$ cat config.mk
export PLATFORM = sky130hd
export DESIGN_NAME = sdb_bit_path
export DESIGN_NICKNAME = d
export VERILOG_FILES = /design/src/rtl/sdb_pkg.sv /design/src/rtl/sdb_fall_det.sv /design/src/rtl/sdb_bit_path.sv
export SDC_FILE = /design/constraint.sdc
export NUM_CORES = 1
export LEC_CHECK = 0
export BUFFER_PORTS_ARGS = -buffer_cell sky130_fd_sc_hd__clkbuf_2
export CAP_MARGIN = 5
export CORE_AREA = 4 4 41 43
export CTS_BUF_LIST = sky130_fd_sc_hd__clkbuf_8
export DETAILED_ROUTE_END_ITERATION = 16
export DIE_AREA = 0 0 45 47
export PLACE_DENSITY = 0.56
export SKIP_LAST_GASP = 1
export SLEW_MARGIN = 20
export SYNTH_ARGS = -nofsm -noshare
export SYNTH_HDL_FRONTEND = slang
export SYNTH_SLANG_ARGS = --single-unit
export TNS_END_PERCENT = 30
$ cat constraint.sdc
create_clock -name ref_clk_i -period 1.1 [get_ports ref_clk_i]
set_input_delay 0.22 -clock ref_clk_i [delete_from_list [all_inputs] [get_ports ref_clk_i]]
set_output_delay 0.22 -clock ref_clk_i [all_outputs]
set_load 0.03 [all_outputs]
$ cat src/rtl/sdb_pkg.sv
// Package for the slope delta bit path: widths, history patterns and reset values.
// Assumes a single 250 MHz system clock; the codec clock arrives as a sampled level.
package sdb_pkg;

   // History register shape
   localparam int unsigned HIST_W = 3;

   // Patterns that mark coincidence
   localparam logic [HIST_W-1:0] HIST_ALL_ONES  = 3'h7;
   localparam logic [HIST_W-1:0] HIST_ALL_ZEROS = 3'h0;

   // Reset and clear values
   localparam logic [HIST_W-1:0] HIST_RST    = 3'h0;
   localparam logic              DOUT_RST    = 1'h0;
   localparam logic              LVL_RST     = 1'h0;
   localparam logic              STB_RST     = 1'h0;
   localparam logic              COINC_N_RST = 1'h0;

   // Open-drain coincidence pin only ever pulls low
   localparam logic OD_PULL_LVL = 1'h0;

   // Encode/decode select levels
   localparam logic MODE_ENCODE = 1'h1;

   // Coincidence test, used by the datapath and its checks
   function automatic logic sdb_is_coinc(input logic [HIST_W-1:0] h);
      return (h == HIST_ALL_ONES) || (h == HIST_ALL_ZEROS);
   endfunction

endpackage

$ cat src/rtl/sdb_fall_det.sv
// Falling edge detector for a level sampled on the system clock.
// Assumes the level is already synchronous to ref_clk_i.
`timescale 1ns/100ps
`default_nettype none

module sdb_fall_det (
   // Clock and reset
   input  wire logic ref_clk_i,
   input  wire logic rstn_i,
   // Level in, pulse out
   input  wire logic lvl_i,
   output logic      fall_o
);
   import sdb_pkg::*;

   typedef struct packed {
      logic prev;
   } sdb_fd_state_t;

   sdb_fd_state_t st;
   sdb_fd_state_t next_st;

   // Remember last level
   always_comb begin
      next_st      = st;
      next_st.prev = lvl_i;
   end

   always_ff @(posedge ref_clk_i or negedge rstn_i) begin
      if (!rstn_i) begin
         st.prev <= LVL_RST;
      end else begin
         st <= next_st;
      end
   end

   // High then low means a falling edge; one cycle wide
   assign fall_o = st.prev & ~lvl_i;

endmodule

`default_nettype wire

$ cat src/rtl/sdb_bit_path.sv
// Digital bit path of a slope delta codec: bit select, 3-bit history,
// serial output, coincidence and integrating-current polarity.
// Assumes all inputs synchronous to ref_clk_i and a codec clock far slower.
`timescale 1ns/100ps
`default_nettype none

module sdb_bit_path (
   // System clock and resets
   input  wire logic                      ref_clk_i,
   input  wire logic                      rstn_i,
   input  wire logic                      sync_clr_i,
   // Codec clock and mode
   input  wire logic                      codec_clk_i,
   input  wire logic                      enc_sel_i,
   // Bit sources
   input  wire logic                      cmp_fb_gt_in_i,
   input  wire logic                      data_in_i,
   // Serial output and analog steering
   output logic                           dout_o,
   output logic                           pol_into_o,
   output logic                           shift_stb_o,
   output logic [sdb_pkg::HIST_W-1:0]     hist_o,
   // Coincidence, open-drain pin plus level view
   output logic                           coinc_n_o,
   output logic                           coinc_out_o,
   output logic                           coinc_oe_o
);
   import sdb_pkg::*;

   ////////////////////////////////////////////////////////////////////////////
   // State

   typedef struct packed {
      logic [HIST_W-1:0] hist;
      logic              dout;
      logic              pol_into;
      logic              coinc_n;
      logic              stb;
   } sdb_state_t;

   sdb_state_t st;
   sdb_state_t next_st;
   logic       codec_fall;
   logic       sel_bit;

   ////////////////////////////////////////////////////////////////////////////
   // Codec clock edge

   // Edge found on the sampled codec clock; glitches shorter than a
   // system clock are not filtered, the pin is assumed clean.
   sdb_fall_det u_fall (
      .ref_clk_i (ref_clk_i),
      .rstn_i    (rstn_i),
      .lvl_i     (codec_clk_i),
      .fall_o    (codec_fall)
   );

   ////////////////////////////////////////////////////////////////////////////
   // Bit selection

   // loopback toggle stage
   // Decode inverts the data input so a loopback forms a toggle stage.
   always_comb begin
      if (enc_sel_i == MODE_ENCODE) begin
         sel_bit = cmp_fb_gt_in_i;
      end else begin
         sel_bit = ~data_in_i;
      end
   end

   ////////////////////////////////////////////////////////////////////////////
   // Next state

   always_comb begin
      next_st     = st;
      next_st.stb = STB_RST;
      if (sync_clr_i) begin
         next_st.hist     = HIST_RST;
         next_st.dout     = DOUT_RST;
         next_st.pol_into = ~DOUT_RST;
         next_st.coinc_n  = ~sdb_is_coinc(HIST_RST);
      end else if (codec_fall) begin
         next_st.hist = {st.hist[HIST_W-2:0], sel_bit};
         next_st.dout = sel_bit;
         // polarity from bit
         // Current flows in exactly when the presented bit is low.
         next_st.pol_into = ~sel_bit;
         next_st.coinc_n  = ~sdb_is_coinc({st.hist[HIST_W-2:0], sel_bit});
         next_st.stb      = ~STB_RST;
      end
   end

   // Async reset to constants; the coincidence level matches the cleared history
   always_ff @(posedge ref_clk_i or negedge rstn_i) begin
      if (!rstn_i) begin
         st.hist     <= HIST_RST;
         st.dout     <= DOUT_RST;
         st.pol_into <= ~DOUT_RST;
         st.coinc_n  <= COINC_N_RST;
         st.stb      <= STB_RST;
      end else begin
         st <= next_st;
      end
   end

   ////////////////////////////////////////////////////////////////////////////
   // Outputs

   // All from flops but coinc_out_o, a constant; the open-drain pin pulls low while coincidence holds
   assign dout_o      = st.dout;
   assign pol_into_o  = st.pol_into;
   assign shift_stb_o = st.stb;
   assign hist_o      = st.hist;
   assign coinc_n_o   = st.coinc_n;
   assign coinc_out_o = OD_PULL_LVL;
   assign coinc_oe_o  = ~st.coinc_n;

   ////////////////////////////////////////////////////////////////////////////
   // Checks

   chk_coinc_level : assert property (
      @(posedge ref_clk_i) disable iff (!rstn_i)
      coinc_n_o == !sdb_is_coinc(hist_o) && coinc_oe_o == !coinc_n_o)
      else $error("coincidence output disagrees with history");

   chk_out_on_fall : assert property (
      @(posedge ref_clk_i) disable iff (!rstn_i)
      !codec_fall && !sync_clr_i |=> $stable(dout_o))
      else $error("serial output changed without codec falling edge");

   chk_hist_shift : assert property (
      @(posedge ref_clk_i) disable iff (!rstn_i)
      codec_fall && !sync_clr_i |=> hist_o == {$past(hist_o[1:0]), dout_o})
      else $error("history did not shift in output bit");

   chk_one_bit : assert property (
      @(posedge ref_clk_i) disable iff (!rstn_i)
      shift_stb_o |=> !shift_stb_o)
      else $error("two bits taken in one codec clock period");

   chk_stb_cause : assert property (
      @(posedge ref_clk_i) disable iff (!rstn_i)
      codec_fall && !sync_clr_i |=> shift_stb_o)
      else $error("falling edge did not produce a bit strobe");

   chk_enc_bit : assert property (
      @(posedge ref_clk_i) disable iff (!rstn_i)
      codec_fall && !sync_clr_i && enc_sel_i |=> dout_o == $past(cmp_fb_gt_in_i))
      else $error("encode output does not follow comparator");

   chk_dec_invert : assert property (
      @(posedge ref_clk_i) disable iff (!rstn_i)
      codec_fall && !sync_clr_i && !enc_sel_i |=> dout_o == !$past(data_in_i))
      else $error("decode output is not the inverse of data input");

   chk_loop_toggle : assert property (
      @(posedge ref_clk_i) disable iff (!rstn_i)
      codec_fall && !sync_clr_i && !enc_sel_i && data_in_i == dout_o
      |=> dout_o != $past(dout_o))
      else $error("looped back output failed to toggle");

   chk_pol_follow : assert property (
      @(posedge ref_clk_i) disable iff (!rstn_i)
      pol_into_o == !dout_o)
      else $error("integrating polarity not opposite to output bit");

   chk_sync_clear : assert property (
      @(posedge ref_clk_i) disable iff (!rstn_i)
      sync_clr_i |=> hist_o == HIST_RST && dout_o == DOUT_RST && !coinc_n_o)
      else $error("synchronous clear did not set defined state");

   chk_hist_hold : assert property (
      @(posedge ref_clk_i) disable iff (!rstn_i)
      !codec_fall && !sync_clr_i |=> $stable(hist_o))
      else $error("history moved without codec falling edge");

   chk_newest_out : assert property (
      @(posedge ref_clk_i) disable iff (!rstn_i)
      hist_o[0] == dout_o)
      else $error("newest history bit differs from output bit");

   // A fall that meets the clear must leave no strobe and a cleared history
   chk_clear_wins : assert property (
      @(posedge ref_clk_i) disable iff (!rstn_i)
      codec_fall && sync_clr_i |=> !shift_stb_o && hist_o == HIST_RST)
      else $error("bit taken during synchronous clear");

   // Main scenarios
   cov_encode_coinc : cover property (
      @(posedge ref_clk_i) disable iff (!rstn_i)
      enc_sel_i && shift_stb_o && !coinc_n_o);

   cov_decode_shift : cover property (
      @(posedge ref_clk_i) disable iff (!rstn_i)
      !enc_sel_i && shift_stb_o && coinc_n_o);

   cov_idle_toggle : cover property (
      @(posedge ref_clk_i) disable iff (!rstn_i)
      shift_stb_o && hist_o == 3'h5);

   cov_clear_on_fall : cover property (
      @(posedge ref_clk_i) disable iff (!rstn_i)
      codec_fall && sync_clr_i);

endmodule

`default_nettype wire

Word-level counts from Yosys, hierarchy flattened
Index checks and enable logic that the tools add are counted. W data, S select, Z words.

$add $sub $neg: 0. $mul: 0. Div/mod/pow operators: 0. Magnitude comparators: 0. Equal/unequal tests: 1. Shift operators: 0. Multiplexer cells: 4. Bitwise logic cells: 6. Reductions and logical operators: 3.

Operator list (count): $mux W7 (1); $mux W6 (1); $not A1 Y1 (5); $eq A3 B3 Y1 const B (1); $logic_not A3 Y1 (1); $mux W1 (2); $reduce_bool A2 Y1 (1); $and A1 B1 Y1 (1); $logic_or A1 B1 Y1 (1).

Register bits: 8. Bits in latches: 0. RAM bits: 0. ROM bits: 0. Output and inout port bits: 9. Memories: 0.

Depth between registers and ports, before layout
Gate-level depths: netlist of the first run.

Depth in word-level cells: 7. Gate-level depth with buffers: 3.

By module
From an unflattened synthesis of the first run, not the netlist that was laid out.

Cells, all modules: 31. Area, all modules: 341.6 um^2.

Modules (own cells, without submodules): sdb_bit_path (instances 1, cells an instance 29, area each 302.8 um^2, sequential area each 151.4 um^2); sdb_fall_det (instances 1, cells an instance 2, area each 38.8 um^2, sequential area each 25.0 um^2).

Worst setup path after synthesis of the first run
No wires, ideal clock.

Kind: reg2reg. From: reg st, in the netlist hist_o[0]. To: reg st, in the netlist coinc_n_o. Setup time: 0.111 ns. Data arrival time: 1.072 ns. Setup slack: -0.084 ns. Stages on the path, launching flop included: 4. Cells stage by stage: dfrtp_1 > nor2_1 > and4_4 > a2111oi_2.

Word-level cells in the longest chain between the ends: 5. Elaborated cells on any way between the ends: 6. Those cells by class: 1 x eq/ne; 2 x mux; 1 x bitwise; 2 x reduce/logical.

Ends and longest elaborated chain: from (decl) (line sdb_bit_path.sv:41) `sdb_state_t st;`; from (signal assigned) (line sdb_bit_path.sv:102) `st <= next_st;`; $eq A3 B3 Y1 or $logic_not A3 Y1 (tied branches) (line sdb_pkg.sv:27) `return (h == HIST_ALL_ONES) || (h == HIST_ALL_ZEROS);`; $logic_or A1 B1 Y1 * (line sdb_pkg.sv:27); $not A1 Y1 * (line sdb_bit_path.sv:88) `next_st.coinc_n = ~sdb_is_coinc({st.hist[HIST_W-2:0], sel_bit});`; $mux W7 * (line sdb_bit_path.sv:82) `end else if (codec_fall) begin`; $mux W6 * (line sdb_bit_path.sv:77) `if (sync_clr_i) begin`.

Every way passes the cells marked *; elsewhere a longest branch is shown, timed or not. The select of a mux whose other input is x is not followed. A chain may end at the register's enable or synchronous reset.

Final worst setup path of the first run
From: reg st, in the netlist pol_into_o. To: out pol_into_o.

RTL lines: to (decl) (line sdb_bit_path.sv:20) `output logic pol_into_o,`.

No word-level cell between the ends.

==> run metrics, run 1 <==
Power per Cell Area=1550 mW/mm^2; GR Overflow Total=0; share of cells above drive strength 1=0.540; die area=0.00212 mm^2; Synthesized Nets=38; Top-Level Pins=16; ant diodes=0; # fillers=145; setup bufs post-CTS=0; Max VDD drop=0.000963 V; # DRC=0; Crit Path Class=register to primary output; port buffer count=14; fin util=0.368; # Max-Cap Violations=0; most common cell after layout, fill and taps aside=clkbuf_2; DR pass1 iterations=4; final std cells w/o fill=65; final setup violation count=0; Final period util=0.998; Yosys warning total=0; Via density=4.37; pin count of the biggest net entering global routing=8; Worst Clk Skew=0.00294 ns; Total GRT Usage=0.0748; Hold Path Class=primary input to register; leakage=0.236 nW; most frequent cells in the layout=clkbuf_2 (13), nand2_1 (8), dfrtp_1 (4), clkbuf_8 (3); status=complete, no violations; FMAX=911 MHz; peak per-stage delay on the critical path=0.54 ns; Die W=45 um; row cnt=13; Post-Syn Area=313 um^2; initial DRC count=2; Synth cell types=16; Clock Sink Count=7; final count of pins violating max slew=0; CP required=0.88 ns; RSZ-0062 raised after global routing=yes; post-synthesis cell count=31; CP endpoint kind=primary output; Synth Area per Inst=10.1 um^2; worst-path fanout max=2; WL final=661 um; initial antenna violation count=0; Bufs on Longest Clock Path=2; Area Overhead vs Synth=53.2%; Arr. time, crit path=0.88 ns; CP top delay family=flip-flops; HPWL after detailed placement=504 um; cell count after placement=60; Num CTS Buffers=3; routed via count=284; clk_lat worst skew=0.22 ns; first-pass GRT wire length=1070 um; H-tree levels=1; CORE AREA=0.00130 mm^2; Final ANT Viol Nets=0; minimum clock period=1.10 ns; Die Height=47 um; Startpoint Class=register; CTS root buf=clkbuf_8; CP max stage cell=dfstp_2; #FFs+latches synth=7; crit path cell chain=buf_8; endpoints failing hold=0; routed len/inst=10.2 um; sequential element share of the synthesized area=0.564; Worst Setup Slack, final=0.00267 ns; nets=58; clock slew at reported path FFs=0.04 ns; Initial Utilization=0.240; total power=0.000741 W; setup_tns=0 ns; gpl congestion=0.665; pre-CTS WS=-0.00150 ns; CTS tree=yes; WP buf/inv=1; vias in the first global route=283
cell type report:
class / count / area [um^2] / area share
sequential: 7 / 179 / 0.373
multi-input combinational: 21 / 128 / 0.266
timing repair buffer: 17 / 105 / 0.219
clock buffer: 3 / 41.3 / 0.0862
tap: 15 / 18.8 / 0.0392
clock inverter: 1 / 3.75 / 0.00783
inverter: 1 / 3.75 / 0.00783
through the flow:
step / area [um^2] / hold WS, ns
after global placement: 404 / 0.0645
after detailed placement: 404 / 0.0697
after CTS: 468 / 0.131
after global routing: 479 / 0.154
final: 479 / 0.152
after floorplan: 315 / -0.0756
sequential cells by signal (all words and copies together), names as in the netlist:
| name | cells |
|---|---|
| shift_stb_o | 1 |
| pol_into_o | 1 |
| coinc_n_o | 1 |
| hist_o | 3 |
| u_fall.st | 1 |
where the power goes:
group          internal, W  total [W]  switching [W]
Clock             0.000240   0.000342       0.000102
Sequential        0.000273   0.000284      0.0000106
Combinational    0.0000452   0.000115      0.0000695
final timing paths:
kind	start	endpoint	slack, ns	cells past startpoint
worst min-delay path	codec_clk_i	u_fall.st	0.15	1
worst max-delay path	pol_into_o	pol_into_o	0.003	1
worst max register to register	u_fall.st	coinc_n_o	0.02	3
worst min register to register	pol_into_o	pol_into_o	0.47	2
min in group asynchronous	rstn_i	hist_o[2]	0.37	2
max in group asynchronous	rstn_i	pol_into_o	0.49	2
cell usage after synthesis:
master     n  share of area
nand2_1    8          0.096
dfrtp_1    6           0.48
a21oi_1    2          0.032
buf_4      2          0.048
nor2_1     2          0.024
a2111oi_2  1          0.048
a211oi_1   1          0.024
a31oi_1    1          0.020
and4_4     1          0.036
conb_1     1          0.012
dfstp_2    1          0.084
inv_1      1          0.012
nand2b_1   1          0.020
nor2b_1    1          0.020
o21a_1     1          0.024
or2_1      1          0.020
metal layers:
metal  part of all wire  vias to the layer above  GRT usage
li1                   -                      140          -
met1               0.45                      131     0.0789
met2               0.44                       13      0.116
met3               0.11                        0     0.0613
met4                  0                        0     0.0175
met5                  0                        -          0
cell families (layout without fill, tap and decap cells):
kind of cell | after synthesis | after routing | share of synthesized area
flops | 7 | 7 | 0.564
buf+inv | 3 | 22 | 0.0600
other cells | 1 | 1 | 0.0120
compound gates | 6 | 6 | 0.148
simple gates | 14 | 14 | 0.216
what timing repair did:
| item | CTS | global route |
|---|---|---|
| pin swaps | 0 | 0 |
| hold buffers | 1 | 0 |
| gates resized for setup | 2 | 3 |
| endpoints found under the setup margin | 1 | 5 |
| hold endpoints to repair | 6 | 0 |
| cloned | 0 | 0 |
Power figures use the tool's default switching activity.
==> inputs of run 2 (changes only) <==
--- a/config.mk
+++ b/config.mk
@@ -11,7 +11,7 @@
 export CTS_BUF_LIST = sky130_fd_sc_hd__clkbuf_8
 export DETAILED_ROUTE_END_ITERATION = 16
 export DIE_AREA = 0 0 45 47
-export PLACE_DENSITY = 0.56
+export PLACE_DENSITY = 0.46
 export SKIP_LAST_GASP = 1
 export SLEW_MARGIN = 20
 export SYNTH_ARGS = -nofsm -noshare
==> run 2 against run 1 <==
  * Die area unchanged
  * Non-clock buffer count unchanged
  * Worst setup slack worse by 0.0088 ns
  * Sequential power about the same
  * Critical endpoint unchanged
  * The run now ends with negative setup slack left
  * Global-route usage up 1.3 points
  * Worst hold slack better by 0.0069 ns
  * Cell count unchanged
  * Core utilization up 1.3 points
  * Power up 2.0%
==> run metrics, run 2 (synthesized netlist as in run 1, its figures left out) <==
status=complete, but fails checks; failing checks=negative setup slack; hold path start=codec_clk_i; setup bufs post-CTS=0 (unchanged); # Max-Cap Violations=0 (unchanged); Crit Path Class=register to primary output; port buffer count=14 (unchanged); CTS root buf=clkbuf_8; Die W=45 um (unchanged); FMAX=904 MHz (-0.80%); clock share of power=0.463 (about the same); Top-Level Pins=16 (unchanged); share of cells above drive strength 1=0.540 (unchanged); sequential group share of total power=0.374 (-0.009); WP buf/inv=1 (unchanged); RSZ-0062 raised after global routing=yes; CTS tree=yes; CORE AREA=0.00130 mm^2 (unchanged); # DRC=0 (unchanged); gpl congestion=0.655 (-1.4%); CP top delay family=flip-flops; Final ANT Viol Nets=0 (unchanged); max reg flops=3 (unchanged); Via density=4.14 (-5.3%); Max VDD drop=0.00107 V (+11%); Worst Setup Slack, final=-0.00615 ns (-0.00883 ns); worst-path fanout max=2 (unchanged); Die Height=47 um (unchanged); CP endpoint kind=primary output; vias in the first global route=299 (+5.7%); most common cell after layout, fill and taps aside=clkbuf_2; Bufs on Longest Clock Path=2 (unchanged); ant diodes=0 (unchanged); Arr. time, crit path=0.89 ns (about the same); NetSw=0.000192 W (+5.8%); CP required=0.88 ns (about the same); routed len/inst=11.0 um (+8.6%); peak per-stage delay on the critical path=0.54 ns (about the same); RR Startpoint=hist_o[0]; Total GRT Usage=0.0875 (+0.0127); most frequent cells in the layout=clkbuf_2 (12), nand2_1 (8), dfrtp_1 (4), clkbuf_8 (3), buf_4 (3); Num CTS Buffers=3 (unchanged); clk_lat worst skew=0.22 ns (about the same); endpoints failing hold=0 (unchanged); Startpoint Class=register; CP max stage cell=dfstp_2; Initial Utilization=0.240 (unchanged); met1 GRT Util=0.0858 (+0.00696); DR pass1 iterations=3 (-1); Clock Sink Count=7 (unchanged); Pint=0.000563 W (+0.76%); HPWL after detailed placement=544 um (+8.0%); row cnt=13 (unchanged); Worst Clk Skew=0.000262 ns (-0.00268 ns); first-pass GRT wire length=1260 um (+17%); nets=58 (unchanged); crit path cell chain=buf_8; routed via count=269 (-5.3%); # fillers=140 (-3.4%); setup_tns=-0.00615 ns (-0.00615 ns); die area=0.00212 mm^2 (unchanged); WL final=718 um (+8.6%); Power per Cell Area=1520 mW/mm^2 (-1.6%); crit path from=pol_into_o; Sw Share=0.255 (+0.00916); met3 GRT Util=0.0498 (-0.0115); pre-CTS WS=-0.00599 ns (-0.00449 ns); Area Overhead vs Synth=58.8%; final count of pins violating max slew=0 (unchanged); initial DRC count=2 (unchanged); met2 usage=0.144 (+0.0282); initial antenna violation count=0 (unchanged); GRT busiest layer=met2; leakage=0.236 nW (about the same); Hold Path Class=primary input to register; Final period util=1.01 (+0.00802); minimum clock period=1.11 ns (+0.00883 ns); clock slew at reported path FFs=0.04 ns (about the same); combinational power share=0.162 (+0.007); pin count of the biggest net entering global routing=8 (unchanged); final setup violation count=1 (+1); GR Overflow Total=0 (unchanged); H-tree levels=1 (unchanged)
run 2: cell count changes in the layout (fill, tap and decap cells not counted), sizes merged:
cell	before	now
buf	3	4
clkbuf	16	15
run 2: layer usage:
metal	up-vias	share of wire
met4	0	0
met1	120	0.37
met3	0	0.096
li1	139	-
met5	-	0
met2	10	0.53
run 2: repair_timing:
item,4_1_cts,5_1_grt
resized for setup,2,8
endpoints found under the setup margin,1,5
hold endpoints to repair,6,0
hold buffers,1,0
pin swaps,0,1
run 2: stage by stage:
| stage | cells | hold WS (ns) | total power [W] | utilization | area (um^2) |
|---|---|---|---|---|---|
| 3_5_place_dp | 60 | 0.0725 | 0.000391 | 0.311 | 404 |
| 2_1_floorplan | 31 | -0.0756 | 0.000353 | - | 315 |
| 3_3_place_gp | 60 | 0.0660 | 0.000389 | 0.311 | 404 |
| 6_report | 65 | 0.159 | 0.000755 | 0.382 | 497 |
| 5_1_grt | 65 | 0.155 | 0.000807 | 0.382 | 497 |
| 4_1_cts | 65 | 0.123 | 0.000756 | 0.360 | 468 |
run 2: path summary, 6_finish.rpt:
path                              end  slack (ns)  depth (start not counted)
setup / recovery           pol_into_o      -0.006                          1
hold / removal              u_fall.st        0.16                          1
setup reg to reg            coinc_n_o        0.03                          3
hold reg to reg            pol_into_o        0.48                          2
max in group asynchronous  pol_into_o        0.50                          2
min in group asynchronous   coinc_n_o        0.37                          2
run 2: power by group through the flow:
| stage | Sequential (W) | Clock [W] | Combinational (W) |
|---|---|---|---|
| floorplan | 0.000304 | 0 | 0.0000481 |
| global placement | 0.000284 | 0 | 0.000105 |
| detailed placement | 0.000285 | 0 | 0.000106 |
| CTS | 0.000282 | 0.000362 | 0.000112 |
| global route | 0.000284 | 0.000391 | 0.000133 |
| finish | 0.000283 | 0.000350 | 0.000123 |
run 2: final cells by class:
class,instances,area [um^2],area share
clock buffer,3,41.3,0.0831
clock inverter,1,3.75,0.00756
inverter,1,3.75,0.00756
multi-input combinational,21,143,0.287
sequential,7,179,0.360
tap,15,18.8,0.0378
timing repair buffer,17,108,0.217
